File: config.mk
export PLATFORM = sky130hd
export DESIGN_NAME = timer_setup_and_clock_out
export DESIGN_NICKNAME = d
export VERILOG_FILES = /design/src/hdl/timer_setup_pkg.sv /design/src/hdl/timer_setup_and_clock_out.sv
export SDC_FILE = /design/constraint.sdc
export NUM_CORES = 1
export LEC_CHECK = 0
export BUFFER_PORTS_ARGS = -buffer_cell sky130_fd_sc_hd__buf_2
export CAP_MARGIN = 20
export CORE_ASPECT_RATIO = 0.75
export CORE_MARGIN = 5
export CORE_UTILIZATION = 55
export CTS_BUF_LIST = sky130_fd_sc_hd__clkbuf_4
export CTS_CLUSTER_DIAMETER = 150
export CTS_CLUSTER_SIZE = 8
export DETAILED_ROUTE_END_ITERATION = 10
export PLACE_DENSITY = 0.78
export SLEW_MARGIN = 5
export SYNTH_ARGS = -nofsm -noshare
export SYNTH_HDL_FRONTEND = slang
export SYNTH_SLANG_ARGS = --single-unit
File: constraint.sdc
create_clock -name ref_clk -period 2.9 [get_ports ref_clk]
set_clock_uncertainty 0.2 [all_clocks]
set_input_delay 0.29 -clock ref_clk [delete_from_list [all_inputs] [get_ports ref_clk]]
set_output_delay 0.29 -clock ref_clk [all_outputs]
set_load 0.03 [all_outputs]
File: src/hdl/timer_setup_pkg.sv
// constants, field positions and state types of the timer setup block
// assumes a single ref_clk domain and an AHB-Lite register slave
package timer_setup_pkg;
   // ==========================================================
   // register byte offsets
   localparam logic [7:0] OFF_TIMER_MODE = 8'h00;
   localparam logic [7:0] OFF_TIMER_CONTROL = 8'h04;
   localparam logic [7:0] OFF_TT_CONTROL = 8'h08;
   localparam logic [7:0] OFF_TT_MODE = 8'h0C;
   localparam logic [7:0] OFF_COUNT_LOW_ZERO = 8'h10;
   localparam logic [7:0] OFF_COUNT_HIGH_ZERO = 8'h14;
   localparam logic [7:0] OFF_COUNT_LOW_ONE = 8'h18;
   localparam logic [7:0] OFF_COUNT_HIGH_ONE = 8'h1C;
   localparam logic [7:0] OFF_COUNT_LOW_TWO = 8'h20;
   localparam logic [7:0] OFF_COUNT_HIGH_TWO = 8'h24;
   localparam logic [7:0] OFF_RELOAD_LOW = 8'h28;
   localparam logic [7:0] OFF_RELOAD_HIGH = 8'h2C;
   localparam logic [7:0] OFF_CLOCK_MODE = 8'h30;
   // ==========================================================
   // field positions
   localparam int CNT_SEL = 2;
   localparam int GATE_SEL = 3;
   localparam int RUN_ZERO = 4;
   localparam int FLAG_ZERO = 5;
   localparam int RUN_ONE = 6;
   localparam int FLAG_ONE = 7;
   localparam int TT_CAP_SEL = 0;
   localparam int TT_CNT_SEL = 1;
   localparam int TT_RUN = 2;
   localparam int TT_EXT_EN = 3;
   localparam int TT_TX_BAUD = 4;
   localparam int TT_RX_BAUD = 5;
   localparam int TT_EXT_FLAG = 6;
   localparam int TT_FLAG = 7;
   localparam int TT_OUT_EN = 1;
   // ==========================================================
   // reset values and timing counts
   localparam logic [7:0] REG_RESET = 8'h00;
   localparam logic [3:0] MC_CLOCKS_STD = 4'hC;
   localparam logic [3:0] MC_CLOCKS_DOUBLE = 4'h6;
   localparam logic [1:0] TMODE_SPLIT = 2'h3;
   // ==========================================================
   // types
   typedef enum logic [1:0]
   {
      BUS_IDLE = 2'b00,
      BUS_WRITE = 2'b01,
      BUS_READ = 2'b10
   } bus_phase_t;

   typedef enum logic [1:0]
   {
      TT_RELOAD = 2'b00,
      TT_CAPTURE = 2'b01,
      TT_BAUD = 2'b10
   } tt_mode_t;

   typedef struct packed {
      logic gate0;
      logic gate1;
      logic cnt0;
      logic cnt1;
      logic cnt2;
      logic trig;
   } pin_sample_t;

   typedef struct packed {
      logic [7:0] timer_mode_reg;
      logic [7:0] timer_control_reg;
      logic [7:0] third_timer_control_reg;
      logic [7:0] third_timer_mode_reg;
      logic double_speed;
      logic [1:0][7:0] cnt_lo;
      logic [1:0][7:0] cnt_hi;
      logic [7:0] count_low_two;
      logic [7:0] count_high_two;
      logic [7:0] reload_capture_low;
      logic [7:0] reload_capture_high;
      logic [3:0] pre;
      logic fast_pre;
      logic [1:0] gate_on;
      pin_sample_t pins;
      logic clk_out;
      logic clk_oe;
      logic baud_rx;
      logic baud_tx;
      bus_phase_t phase;
      logic [7:0] addr;
      logic hreadyout;
      logic hresp;
      logic [31:0] hrdata;
   } timer_state_t;
endpackage

File: src/hdl/timer_setup_and_clock_out.sv
// three timer/counters, timer 2 reload/capture/baud and clock output
// assumes pins synchronous to ref_clk, ref_clk taken as oscillator
//
// Functional notes
// - timer 0 low nibble: bits 1:0 mode, 04H counter, 08H gate.
// - without gate, timer 0 runs exactly while its run bit is set.
// - gated timer 0 with run bit set toggles on gate pin falling edge.
// - timer 1 high nibble; mode 3 halts it; run bit starts and stops.
// - gated timer 1 with run bit set toggles on gate pin falling edge.
// - timer 2 control selects auto-reload or capture, timer or counter.
// - baud settings 34H/24H/14H (and 36H/26H/16H) include the run bit.
// - without external trigger, reload only at overflow; capture mode just wraps.
// - trigger falling edge also captures or reloads, not in baud mode.
// - shared pin is timer 2 count input or 50% clock output.
// - output clock is oscillator over n times (65536 minus reload).
// - clock-output roll-overs raise no overflow flag.
// - baud generation and clock output may run together.
// - each count held as software-visible high and low bytes.
//
// Register access over AHB-Lite and the register offsets are this design's own decisions.
`timescale 1ns/100ps
module timer_setup_and_clock_out
(
   input wire logic ref_clk,
   input wire logic rst_n,
   input wire logic hsel,
   input wire logic [31:0] haddr,
   input wire logic [1:0] htrans,
   input wire logic hwrite,
   input wire logic [2:0] hsize,
   input wire logic [31:0] hwdata,
   input wire logic hready,
   output logic [31:0] hrdata,
   output logic hreadyout,
   output logic hresp,
   input wire logic gate_pin_zero,
   input wire logic gate_pin_one,
   input wire logic count_pin_zero,
   input wire logic count_pin_one,
   input wire logic third_timer_trigger_pin,
   input wire logic clock_output_pin_in,
   output logic clock_output_pin_out,
   output logic clock_output_pin_oe,
   output logic baud_tick_rx,
   output logic baud_tick_tx
);
   import timer_setup_pkg::*;

   timer_state_t s;
   timer_state_t next_s;

   // ==========================================================
   // helpers
   function automatic logic [16:0] step_timer(input logic [1:0] mode,
      input logic [7:0] lo, input logic [7:0] hi);
      logic [12:0] c13;
      logic [15:0] c16;
      logic [16:0] r;
      c13 = {hi, lo[4:0]};
      c16 = {hi, lo};
      r = {1'b0, hi, lo};
      case (mode)
         2'b00:
         begin
            c13 = c13 + 13'h0001;
            r = {&{hi, lo[4:0]}, c13[12:5], lo[7:5], c13[4:0]};
         end
         2'b01:
         begin
            c16 = c16 + 16'h0001;
            r = {&{hi, lo}, c16};
         end
         2'b10:
            r = {&lo, hi, (&lo) ? hi : lo + 8'h01};
         default:
            r = {&lo, hi, lo + 8'h01};
      endcase
      return r;
   endfunction

   function automatic tt_mode_t tt_mode_of(input logic [7:0] ctl);
      tt_mode_t m;
      if (ctl[TT_TX_BAUD] | ctl[TT_RX_BAUD])
         m = TT_BAUD;
      else if (ctl[TT_CAP_SEL])
         m = TT_CAPTURE;
      else
         m = TT_RELOAD;
      return m;
   endfunction

   // ==========================================================
   // next state
   logic mc_tick;
   logic fast_tick;
   logic clkout_mode;
   logic tt_tick;
   logic trig_fall;
   logic [1:0] run;
   logic [1:0] adv;
   logic [1:0] set_tf;
   logic set_tf2;
   logic set_exf2;
   logic [1:0] gfall;
   logic [1:0] cfall;
   logic [3:0] nib;
   logic [16:0] st;
   logic [15:0] c2;
   tt_mode_t t2m;

   always_comb
   begin
      next_s = s;
      set_tf = 2'b00;
      set_tf2 = 1'b0;
      set_exf2 = 1'b0;
      adv = 2'b00;
      run = 2'b00;
      nib = 4'h0;
      st = 17'h00000;
      t2m = tt_mode_of(s.third_timer_control_reg);
      // machine cycle prescaler, 12 or 6 clocks; not an exact compare
      // so a count left high by a speed change wraps at once
      mc_tick = s.pre >= ((s.double_speed ? MC_CLOCKS_DOUBLE : MC_CLOCKS_STD)
         - 4'h1);
      next_s.pre = mc_tick ? 4'h0 : s.pre + 4'h1;
      // fast rate: osc/2 standard, osc/1 double, so n becomes 4 or 2
      next_s.fast_pre = ~s.fast_pre;
      fast_tick = s.double_speed | s.fast_pre;
      next_s.pins.gate0 = gate_pin_zero;
      next_s.pins.gate1 = gate_pin_one;
      next_s.pins.cnt0 = count_pin_zero;
      next_s.pins.cnt1 = count_pin_one;
      next_s.pins.cnt2 = clock_output_pin_in;
      next_s.pins.trig = third_timer_trigger_pin;
      gfall = {s.pins.gate1 & ~gate_pin_one, s.pins.gate0 & ~gate_pin_zero};
      cfall = {s.pins.cnt1 & ~count_pin_one, s.pins.cnt0 & ~count_pin_zero};
      trig_fall = s.pins.trig & ~third_timer_trigger_pin;

      // timers 0 and 1
      for (int i = 0; i < 2; i++)
      begin
         nib = i == 0 ? s.timer_mode_reg[3:0] : s.timer_mode_reg[7:4];
         run[i] = i == 0 ? s.timer_control_reg[RUN_ZERO]
            : s.timer_control_reg[RUN_ONE];
         if (!run[i])
            next_s.gate_on[i] = 1'b0;
         else if (nib[GATE_SEL] && gfall[i])
            next_s.gate_on[i] = ~s.gate_on[i];
         if (nib[GATE_SEL])
            run[i] = run[i] & s.gate_on[i];
         adv[i] = run[i]
            & (nib[CNT_SEL] ? cfall[i] : mc_tick);
         if (i == 1 && nib[1:0] == TMODE_SPLIT)
            adv[i] = 1'b0;
         if (adv[i])
         begin
            st = step_timer(nib[1:0], s.cnt_lo[i], s.cnt_hi[i]);
            next_s.cnt_hi[i] = st[15:8];
            next_s.cnt_lo[i] = st[7:0];
            set_tf[i] = st[16];
         end
      end
      // split mode: timer 0 high byte runs on timer 1 run bit
      if (s.timer_mode_reg[1:0] == TMODE_SPLIT && mc_tick
         && s.timer_control_reg[RUN_ONE])
      begin
         next_s.cnt_hi[0] = s.cnt_hi[0] + 8'h01;
         set_tf[1] = &s.cnt_hi[0];
      end

      // timer 2
      clkout_mode = s.third_timer_mode_reg[TT_OUT_EN]
         & ~s.third_timer_control_reg[TT_CNT_SEL];
      next_s.clk_oe = clkout_mode;
      next_s.baud_rx = 1'b0;
      next_s.baud_tx = 1'b0;
      if (s.third_timer_control_reg[TT_CNT_SEL])
         tt_tick = s.pins.cnt2 & ~clock_output_pin_in;
      else if (t2m == TT_BAUD || clkout_mode)
         tt_tick = fast_tick;
      else
         tt_tick = mc_tick;
      tt_tick = tt_tick & s.third_timer_control_reg[TT_RUN];
      c2 = {s.count_high_two, s.count_low_two};
      if (tt_tick)
      begin
         if (&c2)
         begin
            // overflow reloads, except capture mode wraps
            if (t2m == TT_CAPTURE)
               c2 = 16'h0000;
            else
               c2 = {s.reload_capture_high, s.reload_capture_low};
            set_tf2 = t2m != TT_BAUD && !clkout_mode;
            next_s.baud_rx = t2m == TT_BAUD
               && s.third_timer_control_reg[TT_RX_BAUD];
            next_s.baud_tx = t2m == TT_BAUD
               && s.third_timer_control_reg[TT_TX_BAUD];
            if (clkout_mode)
               next_s.clk_out = ~s.clk_out;
         end
         else
            c2 = c2 + 16'h0001;
      end
      if (trig_fall && s.third_timer_control_reg[TT_EXT_EN])
      begin
         set_exf2 = 1'b1;
         // the edge never reloads a baud generator
         if (t2m == TT_CAPTURE)
         begin
            next_s.reload_capture_high = s.count_high_two;
            next_s.reload_capture_low = s.count_low_two;
         end
         else if (t2m == TT_RELOAD)
            c2 = {s.reload_capture_high, s.reload_capture_low};
      end
      next_s.count_high_two = c2[15:8];
      next_s.count_low_two = c2[7:0];

      // ==========================================================
      // bus data phase; a software write overrides a count update
      next_s.hresp = 1'b0;
      next_s.hreadyout = 1'b1;
      if (s.phase == BUS_WRITE)
      begin
         case (s.addr)
            OFF_TIMER_MODE: next_s.timer_mode_reg = hwdata[7:0];
            OFF_TIMER_CONTROL: next_s.timer_control_reg = hwdata[7:0];
            OFF_TT_CONTROL: next_s.third_timer_control_reg = hwdata[7:0];
            OFF_TT_MODE: next_s.third_timer_mode_reg = hwdata[7:0];
            OFF_COUNT_LOW_ZERO: next_s.cnt_lo[0] = hwdata[7:0];
            OFF_COUNT_HIGH_ZERO: next_s.cnt_hi[0] = hwdata[7:0];
            OFF_COUNT_LOW_ONE: next_s.cnt_lo[1] = hwdata[7:0];
            OFF_COUNT_HIGH_ONE: next_s.cnt_hi[1] = hwdata[7:0];
            OFF_COUNT_LOW_TWO: next_s.count_low_two = hwdata[7:0];
            OFF_COUNT_HIGH_TWO: next_s.count_high_two = hwdata[7:0];
            OFF_RELOAD_LOW: next_s.reload_capture_low = hwdata[7:0];
            OFF_RELOAD_HIGH: next_s.reload_capture_high = hwdata[7:0];
            OFF_CLOCK_MODE: next_s.double_speed = hwdata[0];
            default: next_s.hresp = 1'b0;
         endcase
      end
      if (s.phase == BUS_READ)
      begin
         case (s.addr)
            OFF_TIMER_MODE: next_s.hrdata = {24'h0, s.timer_mode_reg};
            OFF_TIMER_CONTROL: next_s.hrdata = {24'h0, s.timer_control_reg};
            OFF_TT_CONTROL:
               next_s.hrdata = {24'h0, s.third_timer_control_reg};
            OFF_TT_MODE: next_s.hrdata = {24'h0, s.third_timer_mode_reg};
            OFF_COUNT_LOW_ZERO: next_s.hrdata = {24'h0, s.cnt_lo[0]};
            OFF_COUNT_HIGH_ZERO: next_s.hrdata = {24'h0, s.cnt_hi[0]};
            OFF_COUNT_LOW_ONE: next_s.hrdata = {24'h0, s.cnt_lo[1]};
            OFF_COUNT_HIGH_ONE: next_s.hrdata = {24'h0, s.cnt_hi[1]};
            OFF_COUNT_LOW_TWO: next_s.hrdata = {24'h0, s.count_low_two};
            OFF_COUNT_HIGH_TWO: next_s.hrdata = {24'h0, s.count_high_two};
            OFF_RELOAD_LOW: next_s.hrdata = {24'h0, s.reload_capture_low};
            OFF_RELOAD_HIGH: next_s.hrdata = {24'h0, s.reload_capture_high};
            OFF_CLOCK_MODE: next_s.hrdata = {31'h0, s.double_speed};
            default: next_s.hrdata = 32'h0000_0000;
         endcase
      end
      // flags set by hardware win over a clearing write
      next_s.timer_control_reg[FLAG_ZERO] =
         next_s.timer_control_reg[FLAG_ZERO] | set_tf[0];
      next_s.timer_control_reg[FLAG_ONE] =
         next_s.timer_control_reg[FLAG_ONE] | set_tf[1];
      next_s.third_timer_control_reg[TT_FLAG] =
         next_s.third_timer_control_reg[TT_FLAG] | set_tf2;
      next_s.third_timer_control_reg[TT_EXT_FLAG] =
         next_s.third_timer_control_reg[TT_EXT_FLAG] | set_exf2;

      // address phase; reads take one wait so data reflects prior writes
      next_s.phase = BUS_IDLE;
      if (hsel && htrans[1] && hready)
      begin
         next_s.addr = haddr[7:0];
         next_s.phase = hwrite ? BUS_WRITE : BUS_READ;
         next_s.hreadyout = hwrite;
      end
   end

   // ==========================================================
   // state register
   always_ff @(posedge ref_clk or negedge rst_n)
   begin
      if (!rst_n)
      begin
         s <= '0;
         s.phase <= BUS_IDLE;
         s.hreadyout <= 1'b1;
      end
      else
         s <= next_s;
   end

   assign hrdata = s.hrdata;
   assign hreadyout = s.hreadyout;
   assign hresp = s.hresp;
   assign clock_output_pin_out = s.clk_out;
   assign clock_output_pin_oe = s.clk_oe;
   assign baud_tick_rx = s.baud_rx;
   assign baud_tick_tx = s.baud_tx;
endmodule

### Word-level counts from Yosys, hierarchy flattened

Index checks and enable logic that the tools add are counted.
W data, S select, Z words.

| cells by class | value |
|---|---|
| add/sub/neg operators | 10 |
| order comparisons | 1 |
| equality and inequality tests | 25 |
| multiplexer cells | 56 |
| bitwise gates (word level) | 29 |
| reduce and logical (&&, ||, !) cells | 30 |

Operators with widths:

| cell | number |
|---|---|
| $mux W8 | 18 |
| $mux W16 | 8 |
| $pmux W8 S13 | 1 |
| $pmux W17 S3 | 2 |
| $mux W89 | 1 |
| $add A16 B1 Y16 const B | 3 |
| $reduce_and A16 Y1 | 3 |
| $eq A8 B6 Y1 const B | 5 |
| $eq A8 B5 Y1 const B | 4 |
| $add A13 B1 Y13 const B | 2 |
| $reduce_and A13 Y1 | 2 |
| $add A8 B1 Y8 const B | 3 |
| $reduce_and A8 Y1 | 3 |
| $mux W1 | 19 |
| $reduce_and A18 Y1 | 1 |
| $eq A8 B4 Y1 const B | 2 |
| $and A1 B1 Y1 | 12 |
| $eq A2 B2 Y1 const B | 6 |
| $mux W11 | 1 |
| $not A1 Y1 | 11 |
| $logic_and A1 B1 Y1 | 10 |
| $reduce_and A2 Y1 | 5 |
| $eq A2 B1 Y1 const B | 4 |
| $eq A8 B3 Y1 const B | 1 |
| 12 further kinds | 24 |

| storage, ports and cells | value |
|---|---|
| register bits after elaboration | 157 |
| bits of input ports | 80 |
| output and inout bits | 38 |
| word-level logic and storage cells | 184 |

### Longest topological paths before layout

| logic depth | value |
|---|---|
| depth in word-level cells | 14 |
| mapped depth | 10 |
| gate-level depth less buffers | 8 |

### Worst setup path before layout

No wires, ideal clock.

| timing | value |
|---|---|
| kind | reg-to-reg |
| start point | reg s[125] (netlist bit) |
| end point | reg s[83] (netlist bit) |
| setup time | 0.124 ns |
| arrival | 2.239 ns |
| required time | 2.576 ns |
| path slack | 0.337 ns |
| cell stages (with the launch flop) | 8 |
| buffers on the path | 0 |
| period minus slack after synthesis | 2.563 ns |
| path through | dfrtp_1 -> ha_1 -> nand2_1 -> o2111ai_2 -> nand3_4 -> or4_1 -> mux2_1 -> o31a_1 |

RTL lines:

| item | line | text |
|---|---|---|
| start, declared | timer_setup_and_clock_out.sv:49 | `timer_state_t s;` |
| start signal, assigned | timer_setup_and_clock_out.sv:295 | `s <= next_s;` |

==> flow_metrics.tcl <==
set metrics [dict create \
    outcome "finished, final reports clean" \
    synthTopCellsByCount "132 x sky130_fd_sc_hd__dfrtp_1, 101 x sky130_fd_sc_hd__nand2_1, 87 x sky130_fd_sc_hd__nor2_1" \
    leading_post_synthesis_cells_by_cell_area "sky130_fd_sc_hd__dfrtp_1 38%, sky130_fd_sc_hd__mux2_2 5.2%, sky130_fd_sc_hd__nand2_1 4.3%" \
    crit_path_cell_trace "ha_1, a211oi_1, o2111ai_2, and3_1, a21o_1, and2_4, a221o_1" \
    floorplan.die.width_um 155.5 \
    antenna_cells 0 \
    port-buffer-count 40 \
    detailedRoute.firstPassIterationCount 6 \
    wl_met2_mm 11.52 \
    dieHeight_um 119.1 \
    synthDominantCellAreaShare_pct 37.82 \
    synth_edf_count 0 \
    detailedPlacementHpwl_mm 20.76 \
    setup_tns_ns 0 \
    finalHoldViolCount 0 \
    mappedNetlistArea_mm2 0.008735 \
    endpoint_kind "flip-flop" \
    postCtsResizedCells 0 \
    pre_cts_slack_ns 0.1882 \
    worst-path-max-fanout 10 \
    boundaryPins 118 \
    placed_instance_area_mm2 0.009190 \
    layout-area-overhead-vs-synth_pct 11.35 \
    power_leakage_nw 4.139 \
    fp.coreArea_mm2 0.01542 \
    pwr_density_cell_mw_per_mm2 648.4 \
    synth_seq_area_share_pct 38.12 \
    finalMaxSlewViolations 0 \
    post_synth_arst_share_pct 100.0 \
    first_global_vias 7727 \
    avgViaCountPerCell 6.621 \
    critical_path_required_ns 3.19 \
    track_usage_pct 31.64 \
    initial_core_util_pct 56.65 \
    via_count 8402 \
    worst_skew_pair.late_latency_ns 0.59 \
    max-clock-path-buffers 2 \
    wl_met1_mm 12.78 \
    clk_pin_slew_worst_paths_ns 0.14 \
    ys_seq_elements 133 \
    dp.cells 1213 \
    placement_rows 39 \
    yosys_warnings 0 \
    post-synth-top-count-cell "sky130_fd_sc_hd__dfrtp_1" \
    globalRoute.totalOverflow 0 \
    finish.utilization_pct 63.07 \
    met3_length_mm 4.018 \
    cts_buffer_count 17 \
    nFillCells 1313 \
    layout_min_cycle_time_ns 2.771 \
    maxUsedRoutingLayer "met4" \
    synth.largest_area_cell "sky130_fd_sc_hd__dfrtp_1" \
    critPathTopFamily "compound AO/OA/AOI/OAI gates" \
    register_area_mm2 0.003329 \
    synthDistinctLibCells 83 \
    vdd_ir_drop_max_v 0.0003695 \
    critical_path.max_stage_delay_ns 0.45 \
    ys_dominant_reg_cell "sky130_fd_sc_hd__dfrtp_1" \
    finalWorstSetupSlack_ns 0.1287 \
    startpoint_type "flip-flop" \
    finalSetupViolations 0 \
    max-slew-margin-rel_pct 50.03 \
    clockRootBuffer "sky130_fd_sc_hd__clkbuf_4" \
    h_tree_depth 4 \
    drt_first_iter_violations 1234 \
    timing.max_cap.violations 0 \
    floorplan_die_area_mm2 0.01853 \
    synth.avg_cell_area_um2 8.859 \
    grt_first_pass_wirelength_mm 45.68 \
    antenna_found_initial 0 \
    antenna_violating_nets_post_route 0 \
    critPathKind "flip-flop to flip-flop" \
    rsz0062_at_grt "no" \
    routabilityCongestion 0.9931 \
    holdCritPathClass "input port to flip-flop" \
    clock_sink_count 133 \
    post_layout_nonfiller_instances 1269 \
    maxClockFrequency_ghz 0.3608 \
    critPathArrivalTime_ns 3.06 \
    largest_net_degree_at_the_start_of_global_routing 73 \
    cp_num_buf_inv 0 \
    post-route-period-util_pct 95.56 \
    routed_wire_length_per_instance_um 22.97 \
    remaining_drc_errors 0 \
    routed_wl_mm 29.14 \
    tightestPinTransition_ns 0.7495 \
    cts_tree "done" \
    finalInstanceArea_mm2 0.009726 \
    area_of_the_multi_input_gates_mm2 0.004916 \
    netlist_instances 986 \
    cpMaxStageDelayCell "sky130_fd_sc_hd__dfrtp_1" \
    final_layout_size_suffix_gt1_share_pct 18.05 \
    num-nets-final 1141 \
]
-- layout by cell type (no fill, tap or decap), types with 9 or more instances in the layout --
cell / instances
sky130_fd_sc_hd__a21oi_1: 63
sky130_fd_sc_hd__clkbuf_4: 17
sky130_fd_sc_hd__nor3_1: 23
sky130_fd_sc_hd__ha_1: 10
sky130_fd_sc_hd__nand2_1: 101
sky130_fd_sc_hd__nor2_1: 87
sky130_fd_sc_hd__dlygate4sd3_1: 24
sky130_fd_sc_hd__nor4_1: 9
sky130_fd_sc_hd__nor2b_1: 10
sky130_fd_sc_hd__nand4_1: 16
sky130_fd_sc_hd__inv_1: 17
sky130_fd_sc_hd__or3_1: 9
sky130_fd_sc_hd__buf_2: 39
sky130_fd_sc_hd__and2_1: 11
sky130_fd_sc_hd__nand3_1: 44
sky130_fd_sc_hd__mux2_2: 40
sky130_fd_sc_hd__dfrtp_1: 132
sky130_fd_sc_hd__conb_1: 25
sky130_fd_sc_hd__o21ai_0: 45
sky130_fd_sc_hd__o22ai_1: 15
sky130_fd_sc_hd__buf_4: 53
sky130_fd_sc_hd__mux2i_1: 37
sky130_fd_sc_hd__a22oi_1: 22
sky130_fd_sc_hd__and3_1: 25
sky130_fd_sc_hd__a31oi_1: 15
-- state kept, by name, summed over array words and instances, names as in the netlist --
signal,cells
baud_tick_rx,1
clock_output_pin_out,1
s,116
clock_output_pin_oe,1
hrdata,8
nib,4
baud_tick_tx,1
hreadyout,1
-- tightest hold or removal path, stage by stage --
cell and delay [ns]:
sky130_fd_sc_hd__buf_2 0.10, sky130_fd_sc_hd__nand3_1 0.34, sky130_fd_sc_hd__nor2_1 0.09
-- logic make-up (layout without fill, tap and decap cells) --
family,count (synthesis),after routing,share of synthesized area (%)
and+or+nand+nor,378,378,21.89
AOI/OAI and AO/OA,253,253,19.54
DFF,133,133,38.12
buffers and inverters,113,167,6.632
muxes,84,84,10.94
xor gates and xnor gates,14,14,1.404
adders and majority gates,10,10,1.432
other,1,25,0.04293
-- power breakdown --
part	internal, W	switching [W]
sequential	0.00223	0.000695
combinational	0.000891	0.00115
clock	0.000531	0.000805
total	0.00365	0.00265
-- metal layers --
| metal | global-route usage [%] | vias to the layer above |
|---|---|---|
| met5 | 0 | - |
| met1 | 49.72 | 3995 |
| met3 | 9.790 | 76 |
| met4 | 9.185 | 0 |
| li1 | - | 3736 |
| met2 | 41.24 | 595 |
-- cell type report --
| cell class | instances | area share, % |
|---|---|---|
| tap | 205 | 2.637 |
| sequential | 133 | 34.23 |
| timing repair buffer | 118 | 8.890 |
| multi-input combinational | 764 | 50.55 |
| clock inverter | 15 | 1.724 |
| inverter | 17 | 0.6561 |
| clock buffer | 17 | 1.312 |
-- through the flow --
stage / power (W) / hold WS [ns]
finish: 0.006306 / 0.06639
global route: 0.006649 / 0.05346
CTS: 0.006220 / 0.03056
detailed placement: 0.004874 / 0.1653
global placement: 0.004819 / 0.1544
floorplan: 0.004111 / -0.2056
-- worst paths after layout --
path,slack [ns],endpoint,startpoint,depth (start not counted)
max,0.13,s[88]$_DFF_PN0_,s[125]$_DFFE_PN0P_,7
min,0.07,s[42]$_DFF_PN0_,htrans[1],3
max reg2reg,0.13,s[88]$_DFF_PN0_,s[125]$_DFFE_PN0P_,7
min reg2reg,0.23,s[56]$_DFF_PN0_,s[56]$_DFF_PN0_,1
max in group asynchronous,1.68,s[71]$_DFF_PN0_,rst_n,3
min in group asynchronous,0.09,s[99]$_DFF_PN0_,rst_n,2
-- repair_timing --
item | in CTS | in global routing
endpoints found under the hold margin | 137 | 0
buffers inserted | 0 | 0
hold buffers | 24 | 0
Power figures use the tool's default switching activity.
